$ cat config.mk
export PLATFORM = sky130hd
export DESIGN_NAME = usbp_shadow_port
export DESIGN_NICKNAME = d
export VERILOG_FILES = /design/src/usbp_pkg.sv /design/src/usbp_fifo.sv /design/src/usbp_serial.sv /design/src/usbp_shadow_port.sv
export SDC_FILE = /design/constraint.sdc
export NUM_CORES = 1
export LEC_CHECK = 0
export ABC_CLOCK_PERIOD_IN_PS = 5400
export BUFFER_PORTS_ARGS = -buffer_cell sky130_fd_sc_hd__buf_2
export CORE_ASPECT_RATIO = 1.4
export CORE_MARGIN = 2
export CORE_UTILIZATION = 65
export CTS_BUF_LIST = sky130_fd_sc_hd__clkbuf_4
export CTS_CLUSTER_SIZE = 10
export DETAILED_ROUTE_END_ITERATION = 8
export PLACE_DENSITY_LB_ADDON = 0.2
export REMOVE_ABC_BUFFERS = 1
export SETUP_SLACK_MARGIN = 0.1
export SLEW_MARGIN = 30
export SYNTH_ARGS = -nofsm -noshare
export SYNTH_HDL_FRONTEND = slang
export SYNTH_SLANG_ARGS = --single-unit
$ cat constraint.sdc
create_clock -name aclk -period 5.4 [get_ports aclk]
set_input_delay 0.81 -clock aclk [delete_from_list [all_inputs] [get_ports aclk]]
set_output_delay 0.81 -clock aclk [all_outputs]
set_load 0.1 [all_outputs]
$ cat src/usbp_pkg.sv
// Package: register map, field positions, reset values and timing of the shadow buffer port
package usbp_pkg;

  // Register byte offsets within the port's window
  localparam logic [11:0] ADDR_SHADOW_FIRST  = 12'h000;
  localparam logic [11:0] ADDR_SHADOW_LAST   = 12'h03C;
  localparam logic [11:0] ADDR_SHADOW_TWO    = 12'h008;
  localparam logic [11:0] ADDR_PRIMARY_BUF   = 12'h040;
  localparam logic [11:0] ADDR_FIFO_CTRL     = 12'h044;
  localparam logic [11:0] ADDR_LINE_STATUS   = 12'h048;
  localparam logic [11:0] ADDR_IRQ_STATUS    = 12'h04C;
  localparam logic [11:0] ADDR_IRQ_MASK      = 12'h050;
  localparam logic [11:0] ADDR_BAUD_DIV      = 12'h054;

  // Absolute address of shadow location two
  localparam logic [31:0] SHADOW_TWO_ABS     = 32'h5000_1038;

  // Field positions
  localparam int FCR_FIFO_EN_BIT    = 0;
  localparam int FCR_IR_MODE_BIT    = 1;
  localparam int FCR_RX_RESET_BIT   = 2;
  localparam int FCR_TX_RESET_BIT   = 3;
  localparam int LSR_DATA_READY_BIT = 0;
  localparam int LSR_OVERRUN_BIT    = 1;
  localparam int LSR_THR_EMPTY_BIT  = 5;
  localparam int LSR_TX_IDLE_BIT    = 6;
  localparam int IRQ_RX_BIT         = 0;
  localparam int IRQ_OVERRUN_BIT    = 1;
  localparam int IRQ_TX_EMPTY_BIT   = 2;

  // Widths and depths
  localparam int FIFO_DEPTH   = 16;
  localparam int PTR_W        = 4;
  localparam int CNT_W        = 5;
  localparam int BYTE_W       = 8;
  localparam int REG_W        = 16;

  // Reset values
  localparam logic [7:0]  FCR_RESET      = 8'h00;
  localparam logic [15:0] BAUD_DIV_RESET = 16'h0010;
  localparam logic [2:0]  IRQ_MASK_RESET = 3'h0;

  // Bit clock oversampling and serial framing
  localparam logic [3:0]  OVERSAMPLE_LAST = 4'hF;
  localparam logic [3:0]  SAMPLE_MID      = 4'h7;
  localparam logic [3:0]  DATA_BITS_LAST  = 4'h7;
  localparam logic [3:0]  IR_PULSE_TICKS  = 4'h3;

  // Line encodings for the AXI response
  localparam logic [1:0]  RESP_OKAY   = 2'h0;
  localparam logic [1:0]  RESP_SLVERR = 2'h2;

endpackage : usbp_pkg

$ cat src/usbp_fifo.sv
// Byte FIFO with overflow discard, used for both receive and transmit queues
`timescale 1ns/1ps
module usbp_fifo
(
  // Clock and reset
  input  wire logic                            aclk,
  input  wire logic                            aresetn,
  // Control
  input  wire logic                            flush,
  // Push side
  input  wire logic                            push,
  input  wire logic [usbp_pkg::BYTE_W-1:0]     push_data,
  // Pop side
  input  wire logic                            pop,
  output logic      [usbp_pkg::BYTE_W-1:0]     head,
  // Status
  output logic                                 full,
  output logic                                 empty
);

  typedef struct packed {
    logic [usbp_pkg::PTR_W-1:0] wr_ptr;
    logic [usbp_pkg::PTR_W-1:0] rd_ptr;
    logic [usbp_pkg::CNT_W-1:0] count;
  } usbp_fifo_s;

  usbp_fifo_s                            st;
  usbp_fifo_s                            next_st;
  logic [usbp_pkg::BYTE_W-1:0]           mem [usbp_pkg::FIFO_DEPTH];
  logic                                  do_push;
  logic                                  do_pop;

  assign full    = (st.count == usbp_pkg::CNT_W'(usbp_pkg::FIFO_DEPTH));
  assign empty   = (st.count == '0);
  assign head    = mem[st.rd_ptr];
  // A push into a full queue is dropped unless a pop frees a slot in the same cycle
  assign do_push = push && (!full || do_pop);
  assign do_pop  = pop && !empty;

  always_comb
  begin
    next_st = st;
    if (do_push)
    begin
      next_st.wr_ptr = st.wr_ptr + 1'b1;
    end
    if (do_pop)
    begin
      next_st.rd_ptr = st.rd_ptr + 1'b1;
    end
    next_st.count = st.count + usbp_pkg::CNT_W'(do_push) - usbp_pkg::CNT_W'(do_pop);
    if (flush)
    begin
      next_st = '0;
    end
  end

  always_ff @(posedge aclk)
  begin
    if (!aresetn)
    begin
      st <= '0;
    end
    else
    begin
      st <= next_st;
    end
  end

  always_ff @(posedge aclk)
  begin
    if (do_push)
    begin
      mem[st.wr_ptr] <= push_data;
    end
  end

endmodule : usbp_fifo

$ cat src/usbp_serial.sv
// Serial engine: 8N1 transmitter and receiver with plain and infrared line modes
`timescale 1ns/1ps
module usbp_serial
(
  // Clock and reset
  input  wire logic                            aclk,
  input  wire logic                            aresetn,
  // Configuration
  input  wire logic [15:0]                     baud_div,
  input  wire logic                            ir_mode,
  // Transmit request
  input  wire logic                            tx_start,
  input  wire logic [usbp_pkg::BYTE_W-1:0]     tx_byte,
  output logic                                 tx_busy,
  // Receive result
  output logic                                 rx_done,
  output logic [usbp_pkg::BYTE_W-1:0]          rx_byte,
  // Line pins
  input  wire logic                            serial_in,
  input  wire logic                            ir_in,
  output logic                                 serial_out,
  output logic                                 ir_out_n
);

  typedef enum logic [1:0] {
    USBP_IDLE  = 2'b00,
    USBP_START = 2'b01,
    USBP_DATA  = 2'b10,
    USBP_STOP  = 2'b11
  } usbp_phase_e;

  typedef struct packed {
    logic [15:0]       div_cnt;
    usbp_phase_e       tx_phase;
    logic [3:0]        tx_tick;
    logic [3:0]        tx_bit;
    logic [7:0]        tx_shift;
    logic              tx_line;
    logic              ir_pulse;
    usbp_phase_e       rx_phase;
    logic [3:0]        rx_tick;
    logic [3:0]        rx_bit;
    logic [7:0]        rx_shift;
    logic              rx_done;
  } usbp_serial_s;

  usbp_serial_s st;
  usbp_serial_s next_st;
  logic         tick;
  logic         rx_line;

  assign tick       = (st.div_cnt == '0);
  // Infrared input pulses low for a zero bit, so idle high in both modes
  assign rx_line    = ir_mode ? ir_in : serial_in;
  assign tx_busy    = (st.tx_phase != USBP_IDLE);
  assign rx_done    = st.rx_done;
  assign rx_byte    = st.rx_shift;
  assign serial_out = ir_mode ? 1'b1 : st.tx_line;
  assign ir_out_n   = ir_mode ? !st.ir_pulse : 1'b1;

  always_comb
  begin
    next_st         = st;
    next_st.rx_done = 1'b0;
    next_st.div_cnt = tick ? baud_div : st.div_cnt - 16'h0001;
    unique case (st.tx_phase)
      USBP_IDLE:
      begin
        next_st.tx_line = 1'b1;
        if (tx_start)
        begin
          next_st.tx_shift = tx_byte;
          next_st.tx_phase = USBP_START;
          next_st.tx_tick  = '0;
          next_st.tx_line  = 1'b0;
        end
      end
      USBP_START, USBP_DATA, USBP_STOP:
      begin
        if (tick)
        begin
          next_st.tx_tick = st.tx_tick + 1'b1;
          if (st.tx_tick == usbp_pkg::OVERSAMPLE_LAST)
          begin
            if (st.tx_phase == USBP_START)
            begin
              next_st.tx_phase = USBP_DATA;
              next_st.tx_bit   = '0;
              next_st.tx_line  = st.tx_shift[0];
            end
            else if (st.tx_phase == USBP_DATA)
            begin
              next_st.tx_shift = {1'b1, st.tx_shift[7:1]};
              if (st.tx_bit == usbp_pkg::DATA_BITS_LAST)
              begin
                next_st.tx_phase = USBP_STOP;
                next_st.tx_line  = 1'b1;
              end
              else
              begin
                next_st.tx_bit  = st.tx_bit + 1'b1;
                next_st.tx_line = st.tx_shift[1];
              end
            end
            else
            begin
              next_st.tx_phase = USBP_IDLE;
            end
          end
        end
      end
    endcase
    // Infrared sends a short low pulse for each zero bit
    next_st.ir_pulse = !next_st.tx_line && (next_st.tx_tick < usbp_pkg::IR_PULSE_TICKS);
    unique case (st.rx_phase)
      USBP_IDLE:
      begin
        if (!rx_line)
        begin
          next_st.rx_phase = USBP_START;
          next_st.rx_tick  = '0;
        end
      end
      USBP_START:
      begin
        if (tick)
        begin
          next_st.rx_tick = st.rx_tick + 1'b1;
          if (st.rx_tick == usbp_pkg::SAMPLE_MID)
          begin
            next_st.rx_tick  = '0;
            next_st.rx_bit   = '0;
            next_st.rx_phase = (!rx_line || ir_mode) ? USBP_DATA : USBP_IDLE;
          end
        end
      end
      USBP_DATA:
      begin
        if (tick)
        begin
          next_st.rx_tick = st.rx_tick + 1'b1;
          if (st.rx_tick == usbp_pkg::OVERSAMPLE_LAST)
          begin
            next_st.rx_shift = {rx_line, st.rx_shift[7:1]};
            next_st.rx_bit   = st.rx_bit + 1'b1;
            if (st.rx_bit == usbp_pkg::DATA_BITS_LAST)
            begin
              next_st.rx_phase = USBP_STOP;
            end
          end
        end
      end
      USBP_STOP:
      begin
        if (tick)
        begin
          next_st.rx_tick = st.rx_tick + 1'b1;
          if (st.rx_tick == usbp_pkg::OVERSAMPLE_LAST)
          begin
            next_st.rx_done  = 1'b1;
            next_st.rx_phase = USBP_IDLE;
          end
        end
      end
    endcase
  end

  always_ff @(posedge aclk)
  begin
    if (!aresetn)
    begin
      st          <= '0;
      st.tx_line  <= 1'b1;
      st.tx_phase <= USBP_IDLE;
      st.rx_phase <= USBP_IDLE;
    end
    else
    begin
      st <= next_st;
    end
  end

endmodule : usbp_serial

$ cat src/usbp_shadow_port.sv
// Top: AXI4-Lite register slave, receive and transmit queues behind sixteen shadow buffer aliases
// Function
// - Sixteen word-spaced aliases: read gives receive buffer, write gives transmit holding.
// - Reads return the byte from the serial or infrared input in bits 7:0.
// - Without FIFOs, a new byte overwrites an unread byte and flags overrun.
// - With FIFOs, a read returns the head of the receive FIFO.
// - Full receive FIFO keeps entries, drops the new byte, flags overrun.
// - Written bytes go out on the serial output or the active-low infrared output.
// - Without FIFOs, one write clears the transmit holding empty flag.
// - Without FIFOs, further writes before the flag sets overwrite the held byte.
// - With FIFOs, the transmit FIFO holds sixteen written bytes besides the byte being sent.
// - A write to a full transmit FIFO is discarded, queue unchanged.
`timescale 1ns/1ps
module usbp_shadow_port
(
  // Clock and reset
  input  wire logic        aclk,
  input  wire logic        aresetn,
  // AXI4-Lite write address
  input  wire logic [11:0] s_axi_awaddr,
  input  wire logic        s_axi_awvalid,
  output logic             s_axi_awready,
  // AXI4-Lite write data
  input  wire logic [31:0] s_axi_wdata,
  input  wire logic [3:0]  s_axi_wstrb,
  input  wire logic        s_axi_wvalid,
  output logic             s_axi_wready,
  // AXI4-Lite write response
  output logic [1:0]       s_axi_bresp,
  output logic             s_axi_bvalid,
  input  wire logic        s_axi_bready,
  // AXI4-Lite read address
  input  wire logic [11:0] s_axi_araddr,
  input  wire logic        s_axi_arvalid,
  output logic             s_axi_arready,
  // AXI4-Lite read data
  output logic [31:0]      s_axi_rdata,
  output logic [1:0]       s_axi_rresp,
  output logic             s_axi_rvalid,
  input  wire logic        s_axi_rready,
  // Serial line
  input  wire logic        serial_in,
  input  wire logic        ir_in,
  output logic             serial_out,
  output logic             ir_out_n,
  // Interrupt
  output logic             irq
);

  typedef struct packed {
    logic        aw_held;
    logic [11:0] aw_addr;
    logic        w_held;
    logic [31:0] w_data;
    logic [3:0]  w_strb;
    logic        bvalid;
    logic [1:0]  bresp;
    logic        rvalid;
    logic [31:0] rdata;
    logic [1:0]  rresp;
    logic [7:0]  fifo_ctrl;
    logic [15:0] baud_div;
    logic [2:0]  irq_mask;
    logic [2:0]  irq_status;
    logic        overrun;
    logic [7:0]  rx_hold;
    logic        rx_hold_full;
    logic [7:0]  tx_hold;
    logic        tx_hold_full;
    logic        fifo_en_d;
  } usbp_top_s;

  usbp_top_s   st;
  usbp_top_s   next_st;

  logic        fifo_en;
  logic        wr_fire;
  logic        rd_fire;
  logic        wr_is_buf;
  logic        rd_is_buf;
  logic        rx_done;
  logic [7:0]  rx_byte;
  logic        tx_busy;
  logic        tx_start;
  logic [7:0]  tx_byte;
  logic        rxq_push;
  logic        rxq_pop;
  logic [7:0]  rxq_head;
  logic        rxq_full;
  logic        rxq_empty;
  logic        txq_push;
  logic        txq_pop;
  logic [7:0]  txq_head;
  logic        txq_full;
  logic        txq_empty;
  logic        flush;
  logic        rx_flush;
  logic        tx_flush;
  logic        data_ready;
  logic        thr_empty;
  logic [7:0]  line_status;

  // Any alias or the primary buffer reaches the same buffer logic
  function automatic logic is_buffer(input logic [11:0] addr);
    is_buffer = (addr <= usbp_pkg::ADDR_SHADOW_LAST) || (addr == usbp_pkg::ADDR_PRIMARY_BUF);
  endfunction : is_buffer

  assign fifo_en   = st.fifo_ctrl[usbp_pkg::FCR_FIFO_EN_BIT];
  // Switching the FIFO mode empties both paths so old bytes never leak across modes
  assign flush     = (fifo_en != st.fifo_en_d);
  assign wr_fire   = st.aw_held && st.w_held && !st.bvalid;
  assign rd_fire   = s_axi_arvalid && s_axi_arready;
  assign wr_is_buf = wr_fire && is_buffer(st.aw_addr) && st.w_strb[0];
  assign rd_is_buf = rd_fire && is_buffer(s_axi_araddr);
  assign rx_flush  = flush || (wr_fire && st.aw_addr == usbp_pkg::ADDR_FIFO_CTRL && st.w_strb[0]
                     && st.w_data[usbp_pkg::FCR_RX_RESET_BIT]);
  assign tx_flush  = flush || (wr_fire && st.aw_addr == usbp_pkg::ADDR_FIFO_CTRL && st.w_strb[0]
                     && st.w_data[usbp_pkg::FCR_TX_RESET_BIT]);

  assign data_ready  = fifo_en ? !rxq_empty : st.rx_hold_full;
  assign thr_empty   = fifo_en ? txq_empty : !st.tx_hold_full;
  assign line_status = {1'b0, !tx_busy && thr_empty, thr_empty, 3'b000, st.overrun, data_ready};

  // Queue hookup; queues are idle in non-FIFO mode
  assign rxq_push = fifo_en && rx_done;
  assign rxq_pop  = fifo_en && rd_is_buf;
  assign txq_push = fifo_en && wr_is_buf;
  assign tx_start = !tx_busy && (fifo_en ? !txq_empty : st.tx_hold_full);
  assign tx_byte  = fifo_en ? txq_head : st.tx_hold;
  assign txq_pop  = fifo_en && tx_start;

  assign s_axi_awready = !st.aw_held;
  assign s_axi_wready  = !st.w_held;
  assign s_axi_arready = !st.rvalid;
  assign s_axi_bvalid  = st.bvalid;
  assign s_axi_bresp   = st.bresp;
  assign s_axi_rvalid  = st.rvalid;
  assign s_axi_rdata   = st.rdata;
  assign s_axi_rresp   = st.rresp;
  assign irq           = |(st.irq_status & st.irq_mask);

  always_comb
  begin
    next_st           = st;
    next_st.fifo_en_d = fifo_en;
    if (s_axi_awvalid && s_axi_awready)
    begin
      next_st.aw_held = 1'b1;
      next_st.aw_addr = s_axi_awaddr;
    end
    if (s_axi_wvalid && s_axi_wready)
    begin
      next_st.w_held = 1'b1;
      next_st.w_data = s_axi_wdata;
      next_st.w_strb = s_axi_wstrb;
    end
    if (st.bvalid && s_axi_bready)
    begin
      next_st.bvalid = 1'b0;
    end
    if (st.rvalid && s_axi_rready)
    begin
      next_st.rvalid = 1'b0;
    end
    // Transmit side in non-FIFO mode: single holding byte
    if (!fifo_en && tx_start)
    begin
      next_st.tx_hold_full = 1'b0;
    end
    if (wr_fire)
    begin
      next_st.aw_held = 1'b0;
      next_st.w_held  = 1'b0;
      next_st.bvalid  = 1'b1;
      next_st.bresp   = usbp_pkg::RESP_OKAY;
      if (is_buffer(st.aw_addr))
      begin
        if (wr_is_buf && !fifo_en)
        begin
          next_st.tx_hold      = st.w_data[7:0];
          next_st.tx_hold_full = 1'b1;
        end
      end
      else if (st.aw_addr == usbp_pkg::ADDR_FIFO_CTRL)
      begin
        if (st.w_strb[0])
        begin
          next_st.fifo_ctrl = {st.w_data[7:4], 2'b00, st.w_data[1:0]};
        end
      end
      else if (st.aw_addr == usbp_pkg::ADDR_IRQ_MASK)
      begin
        if (st.w_strb[0])
        begin
          next_st.irq_mask = st.w_data[2:0];
        end
      end
      else if (st.aw_addr == usbp_pkg::ADDR_BAUD_DIV)
      begin
        if (st.w_strb[0])
        begin
          next_st.baud_div[7:0] = st.w_data[7:0];
        end
        if (st.w_strb[1])
        begin
          next_st.baud_div[15:8] = st.w_data[15:8];
        end
      end
      else if (st.aw_addr != usbp_pkg::ADDR_LINE_STATUS && st.aw_addr != usbp_pkg::ADDR_IRQ_STATUS)
      begin
        next_st.bresp = usbp_pkg::RESP_SLVERR;
      end
    end
    if (rd_fire)
    begin
      next_st.rvalid = 1'b1;
      next_st.rresp  = usbp_pkg::RESP_OKAY;
      next_st.rdata  = '0;
      if (is_buffer(s_axi_araddr))
      begin
        next_st.rdata[7:0] = fifo_en ? rxq_head : st.rx_hold;
        if (!fifo_en)
        begin
          next_st.rx_hold_full = 1'b0;
        end
      end
      else if (s_axi_araddr == usbp_pkg::ADDR_FIFO_CTRL)
      begin
        next_st.rdata[7:0] = st.fifo_ctrl;
      end
      else if (s_axi_araddr == usbp_pkg::ADDR_LINE_STATUS)
      begin
        next_st.rdata[7:0] = line_status;
        next_st.overrun    = 1'b0;
      end
      else if (s_axi_araddr == usbp_pkg::ADDR_IRQ_STATUS)
      begin
        next_st.rdata[2:0] = st.irq_status;
        next_st.irq_status = '0;
      end
      else if (s_axi_araddr == usbp_pkg::ADDR_IRQ_MASK)
      begin
        next_st.rdata[2:0] = st.irq_mask;
      end
      else if (s_axi_araddr == usbp_pkg::ADDR_BAUD_DIV)
      begin
        next_st.rdata[15:0] = st.baud_div;
      end
      else
      begin
        next_st.rresp = usbp_pkg::RESP_SLVERR;
      end
    end
    if (flush)
    begin
      next_st.rx_hold_full = 1'b0;
      next_st.tx_hold_full = 1'b0;
    end
    // Hardware sets come last so a clearing read never hides a fresh event
    if (rx_done)
    begin
      next_st.irq_status[usbp_pkg::IRQ_RX_BIT] = 1'b1;
      if (!fifo_en)
      begin
        next_st.rx_hold      = rx_byte;
        next_st.rx_hold_full = 1'b1;
        if (st.rx_hold_full && !rd_is_buf)
        begin
          next_st.overrun = 1'b1;
          next_st.irq_status[usbp_pkg::IRQ_OVERRUN_BIT] = 1'b1;
        end
      end
      else if (rxq_full && !rd_is_buf)
      begin
        next_st.overrun = 1'b1;
        next_st.irq_status[usbp_pkg::IRQ_OVERRUN_BIT] = 1'b1;
      end
    end
    if (tx_start)
    begin
      next_st.irq_status[usbp_pkg::IRQ_TX_EMPTY_BIT] = 1'b1;
    end
  end

  always_ff @(posedge aclk)
  begin
    if (!aresetn)
    begin
      st           <= '0;
      st.fifo_ctrl <= usbp_pkg::FCR_RESET;
      st.baud_div  <= usbp_pkg::BAUD_DIV_RESET;
      st.irq_mask  <= usbp_pkg::IRQ_MASK_RESET;
    end
    else
    begin
      st <= next_st;
    end
  end

  usbp_fifo u_rx_fifo
  (
    .aclk      (aclk),
    .aresetn   (aresetn),
    .flush     (rx_flush),
    .push      (rxq_push),
    .push_data (rx_byte),
    .pop       (rxq_pop),
    .head      (rxq_head),
    .full      (rxq_full),
    .empty     (rxq_empty)
  );

  usbp_fifo u_tx_fifo
  (
    .aclk      (aclk),
    .aresetn   (aresetn),
    .flush     (tx_flush),
    .push      (txq_push),
    .push_data (st.w_data[7:0]),
    .pop       (txq_pop),
    .head      (txq_head),
    .full      (txq_full),
    .empty     (txq_empty)
  );

  usbp_serial u_serial
  (
    .aclk       (aclk),
    .aresetn    (aresetn),
    .baud_div   (st.baud_div),
    .ir_mode    (st.fifo_ctrl[usbp_pkg::FCR_IR_MODE_BIT]),
    .tx_start   (tx_start),
    .tx_byte    (tx_byte),
    .tx_busy    (tx_busy),
    .rx_done    (rx_done),
    .rx_byte    (rx_byte),
    .serial_in  (serial_in),
    .ir_in      (ir_in),
    .serial_out (serial_out),
    .ir_out_n   (ir_out_n)
  );

endmodule : usbp_shadow_port

; ---- Word-level counts from Yosys, hierarchy flattened
; Memory sizes are Yosys's and may differ from the RTL's. A register that Yosys moved wholly into a read port is not among the register bits.
; Cells that the tools add are included.
[totals]
memories = 2
regBits = 183
input_bits = 69
elab_cells = 295
mem_bits_rw = 256
[memory_table]
columns = memory, depth, width, read_ports, rd_clocked_by_memory_dff, wr, line
row1 = u_rx_fifo.mem, 16, 8, 1, 1, 1, usbp_fifo.sv:29  ; logic [usbp_pkg::BYTE_W-1:0] mem [usbp_pkg::FIFO_DEPTH];
row2 = u_tx_fifo.mem, 16, 8, 1, 1, 1, usbp_fifo.sv:29
[classes]
add_sub_neg = 13
n_bitwise = 6
n_reduce_logical = 88
mux = 95
n_lt_le_gt_ge = 3
n_eq_ne = 47
[op_table]
columns = op, count
row1 = $eq 12x7->1 const B, 10
row2 = $mux 8, 9
row3 = $mux 13, 4
row4 = $mux 2, 19
row5 = $mux 4, 9
row6 = $mux 35, 1
row7 = $add 4x1->4 const B, 8
row8 = $mux 16, 2
row9 = $mux 1, 31
row10 = $logic_and 1x1->1, 30
row11 = $reduce_and 5->1, 6
row12 = $ne 2x1->1 const B, 14
row13 = $le 12x6->1 const B, 2
row14 = $mux 12, 2
row15 = $ne 12x7->1 const B, 2
row16 = $pmux 6 s4, 1
row17 = $mux 10, 2
row18 = $mux 19, 1
row19 = $mux 18, 1
row20 = $mux 6, 3
row21 = $mux 9, 2
row22 = $pmux 9 s2, 1
row23 = $reduce_bool 2->1, 9
row24 = $logic_not 16->1, 1
row25 = 28 further kinds, 82

; ---- Logic depth before layout (Yosys ltp)
[depth]
ltp_word = 10
mapped_depth = 17
ltp_nobuf = 16

; ---- Cells and area by module
; A second synthesis with hierarchy kept.
[unflattened]
cells_unflattened = 1550
area_unflattened_um2 = 19396.1
[by_module_without_submodules]
columns = mod, seq_area_each_um2, instances, cells_per_inst, area_each_um2
row1 = usbp_fifo (u_rx_fifo), 4184.0, 1, 310, 5841.9
row2 = usbp_fifo (u_tx_fifo), 4184.0, 1, 312, 5841.9
row3 = usbp_shadow_port, 2001.9, 1, 551, 4679.5
row4 = usbp_serial, 1101.1, 1, 377, 3032.9

; ---- Worst setup path before layout
; OpenSTA, ideal clock, no wires.
[synth_timing]
kind = reg-to-reg
from = register st, in the netlist s_axi_rvalid
to = register u_rx_fifo.st[4] (netlist name)
slack_ps = 1600
setup_ps = 128
path_buffers = 1
period_less_slack_ps = 3800
arrival_time_ps = 3673
stages_incl_launch_ff = 14
path_cell_list = dfxtp_1 -> inv_1 -> nand2_1 -> or4_4 -> buf_6 -> o21ai_0 -> o21ai_0 -> ha_1 -> fa_1 -> a21oi_1 -> nor2_1 -> nor2_1 -> xnor2_1 -> nor2_1
[synth_between]
elab_chain_len = 9
[synth_rtl]
columns = element, line
row1 = "start, declared", usbp_shadow_port.sv:73  ; usbp_top_s st;
row2 = "start signal, assigned", usbp_shadow_port.sv:296  ; st <= next_st;
row3 = $logic_not 1->1 (*), usbp_shadow_port.sv:134  ; assign s_axi_arready = !st.rvalid;
row4 = via s_axi_arready, usbp_shadow_port.sv:35  ; output logic s_axi_arready,
row5 = $logic_and 1x1->1 (*), usbp_shadow_port.sv:112  ; assign rd_fire = s_axi_arvalid && s_axi_arready;
row6 = $logic_and 1x1->1 (*), usbp_shadow_port.sv:114  ; assign rd_is_buf = rd_fire && is_buffer(s_axi_araddr);
row7 = $logic_and 1x1->1 (*), usbp_shadow_port.sv:126  ; assign rxq_pop = fifo_en && rd_is_buf;
row8 = $logic_and 1x1->1 (*), usbp_fifo.sv:38  ; assign do_pop = pop && !empty;
row9 = $logic_or 1x1->1, usbp_fifo.sv:37  ; assign do_push = push && (!full || do_pop);
row10 = $logic_and 1x1->1, usbp_fifo.sv:37
row11 = $add 5x1->5, usbp_fifo.sv:51  ; next_st.count = st.count + usbp_pkg::CNT_W'(do_push) - usbp_pkg::CNT_W'(do_pop);
row12 = $sub 5x1->5 (*), usbp_fifo.sv:51
row13 = "end signal, assigned", usbp_fifo.sv:66  ; st <= next_st;
row14 = "end, declared", usbp_fifo.sv:27  ; usbp_fifo_s st;
; The timed path passes the listed nets; every way through them passes the cells marked *.
; A chain may end at the register's enable or synchronous reset.

; ---- Worst setup path in the final report
[layout_timing]
from = register st[132] (netlist name)
to = register u_tx_fifo.st[4] (netlist name)
[layout_between]
elab_chain_len = 8
elab_cells_between_ends = 15
cone_classes = add/sub: 2 / order compare: 1 / eq/ne: 2 / reduce/logical: 10
[layout_rtl]
columns = element, line
row1 = $le 12x6->1 or $eq 12x7->1 (tied branches), usbp_shadow_port.sv:105  ; is_buffer = (addr <= usbp_pkg::ADDR_SHADOW_LAST) || (addr == usbp_pkg::ADDR_PRIMARY_BUF);
row2 = $logic_or 1x1->1, usbp_shadow_port.sv:105
row3 = $logic_and 1x1->1 (2 in a row), usbp_shadow_port.sv:113  ; assign wr_is_buf = wr_fire && is_buffer(st.aw_addr) && st.w_strb[0];
row4 = $logic_and 1x1->1, usbp_shadow_port.sv:127  ; assign txq_push = fifo_en && wr_is_buf;
row5 = $logic_and 1x1->1, usbp_fifo.sv:37
row6 = $add 5x1->5, usbp_fifo.sv:51
row7 = $sub 5x1->5, usbp_fifo.sv:51
row8 = "end signal, assigned", usbp_fifo.sv:66
row9 = "end, declared", usbp_fifo.sv:27
; Several ways; a longest one is shown, not always the timed one.

==> flow_summary.json <==
{
  "status": "completed",
  "io_pins": 113,
  "cts-htree-levels": 3,
  "viasPerCell": 6.15,
  "crit_arrival_ns": 4.56,
  "routabilityCongestion": 0.962,
  "syn_area_per_cell_um2": 12.4,
  "seq_power_share_pct": 52.4,
  "fin_crit_ns": 3.94,
  "place_hpwl_um": 30000,
  "syn_area_um2": 19100,
  "ctsResizeCount": 0,
  "root_buffer": "clkbuf_4",
  "drt_iter0_drc": 953,
  "placedInstanceArea_um2": 19600,
  "drt_wl_total_um": 44400,
  "finish.net_count": 1739,
  "wire_per_inst_um": 21.2,
  "die_h_um": 207,
  "clk_pin_slew_worst_paths_ns": 0.07,
  "max_freq_ghz": 0.254,
  "worstSetupPathType": "reg2reg",
  "yosys-top-cells-count": "edfxtp_1, dfxtp_1, nand2_1",
  "yosysMostFrequentCell": "edfxtp_1",
  "start_util_pct": 65.7,
  "grt_antenna_before_repair": 4,
  "leakage_nw": 7.49,
  "cts_tree": "built",
  "antenna_left": 0,
  "switching_power_mw": 1.81,
  "power_mw": 7.07,
  "hold_ws_ns": 0.253,
  "numClockSinks": 445,
  "core_um2": 29100,
  "cts_setup_buffers": 0,
  "skew_ns": 0.0567,
  "end_kind": "flip-flop",
  "yosysWarnings": 0,
  "synth_top_family_by_area": "simple AND/OR/NAND/NOR gates",
  "final-setup-viol-count": 0,
  "dieArea_um2": 30800,
  "grt_first_pass_wirelength_um": 68900,
  "grt_pass1_vias": 12776,
  "area_growth_pct": 9.55,
  "powerDensity_nw_per_um2": 338,
  "peakVddDrop_mv": 0.254,
  "synth_flop_cell": "edfxtp_1",
  "synth-compound-area-share_pct": 8.76,
  "yosys.area_share.adder_pct": 2.50,
  "maxCapViolCount": 0,
  "synth_largest_area_cell": "edfxtp_1",
  "drive_gt1_share_pct": 20.5,
  "vias": 12886,
  "yosys.area_share.simple_pct": 12.8,
  "swShare_pct": 25.6,
  "synth_seq_area_share_pct": 60.0,
  "numCtsBuffers": 101,
  "synth-edff-count": 256,
  "intPower_mw": 5.26,
  "synth.area.top_cells": "edfxtp_1, dfxtp_1, mux4_2, mux2i_1, nand2_1",
  "synth_xor_area_share_pct": 0.871,
  "stdcell_area_um2": 20900,
  "tightest_slew_ns": 0.985,
  "postCtsHoldBufs": 0,
  "fin_crit_sh_pct": 73.0,
  "p_clk_share_pct": 38.1,
  "critPathRequiredTime_ns": 6.02,
  "clk_path_buf_depth": 3,
  "synth_seq_cells": 445,
  "syn_inst": 1540,
  "path_max_fanout": 17,
  "grt_max_degree": 84,
  "insertion_delay_ns": 0.80,
  "die_w_um": 149,
  "fin_util_pct": 72.0,
  "synthMuxAreaShare_pct": 11.1,
  "rsz0062_at_grt": "no",
  "combPwrFrac_pct": 9.5,
  "hold_viol": 0,
  "finalMaxSlewViolations": 0,
  "detail_route.first_pass.iterations": 6,
  "slew_headroom_pct": 33.7,
  "async_flop_share_pct": 0,
  "drc": 0,
  "grt_util_all_layers_pct": 29.5,
  "num_rows": 74,
  "overflow": 0,
  "setup-tns-final_ns": 0,
  "synth_cell_types": 80,
  "place.port_buffers": 76,
  "crit_path_start_kind": "flip-flop",
  "hold_path.class": "in2reg",
  "synth.top_cell.area_share_pct": 40.2
}
-- cells by family after synthesis --
family	count (synthesis)
fa+ha+maj	37
other cells	1
simple gates	489
flops	445
compound gates	260
mux	131
buf+inv	158
xor+xnor	19
-- area by class of cell --
class | count | area [µm²]
inverters | 39 | 149
multi-input cells | 954 | 6980
fillers | 2020 | 8140
clock buffers | 152 | 1140
flip-flops and latches | 445 | 11500
clock inverters | 31 | 208
well taps | 380 | 475
repair buffers | 92 | 500
diodes | 2 | 5.00
-- cell usage in the layout (no fill, tap or decap), drive strengths merged, types with 43 or more instances in the layout --
cell type and count:
mux2i 61, mux4 64, nand2 136, nand3 43, clkbuf 152, buf 92, edfxtp 256, a21oi 82
o21ai 47, nor2 126, dfxtp 189
-- sequential cells by signal, summed over array words and instances (netlist names), named ones only --
signal and cells:
line_status 1, u_serial.rx_done 1, u_serial.rx_byte 8, s_axi_rresp 1, s_axi_rvalid 1, fifo_en 1, u_tx_fifo.mem 128, s_axi_bresp 1
u_serial.st 46, st 78, s_axi_bvalid 1, u_tx_fifo.st 13, u_rx_fifo.st 13, s_axi_rdata 16, u_rx_fifo.mem 128
-- metrics by stage --
stage / worst slack [ns] / cells
floorplan: 1.26 / 1438
global placement: 1.28 / 1910
detailed placement: 1.25 / 1910
CTS: 1.43 / 2093
global route: 1.16 / 2095
finish: 1.46 / 2095
-- routing by layer --
| metal | GRT usage, % | wire [µm] | vias up |
|---|---|---|---|
| li1 | - | - | 5970 |
| met1 | 33.7 | 15900 | 6276 |
| met2 | 53.3 | 23500 | 525 |
| met3 | 5.54 | 3140 | 111 |
| met4 | 14.4 | 1920 | 4 |
| met5 | 0 | 23 | - |
-- power by group through the flow --
| stage | logic (mW) | registers [mW] | clock network, mW |
|---|---|---|---|
| finish | 0.671 | 3.70 | 2.70 |
| global route | 0.746 | 3.71 | 2.91 |
| CTS | 0.663 | 3.70 | 2.74 |
| detailed placement | 0.660 | 3.78 | 0 |
| global placement | 0.650 | 3.77 | 0 |
| floorplan | 0.465 | 3.78 | 0 |
-- path summary, 6_finish.rpt --
check / from / end / slack [ns] / cells past startpoint
worst max-delay path: st[132] / u_tx_fifo.st[4] / 1.46 / 12
worst min-delay path: s_axi_rready / s_axi_rvalid / 0.25 / 2
worst max register to register: st[132] / u_tx_fifo.st[4] / 1.46 / 12
worst min register to register: s_axi_bresp[1] / s_axi_bresp[1] / 0.45 / 2
-- critical path: stages (launching register included) --
cell and delay [ns]:
dfxtp_1 0.31, or4_1 0.58, nor4_2 0.66, a2bb2oi_2 0.32
nor2_1 0.76, ha_1 0.31, inv_1 0.06, fa_1 0.40
inv_1 0.07, a21oi_1 0.05, nor2_1 0.11, or3_1 0.12
a21oi_1 0.05
Power figures use the tool's default switching activity.
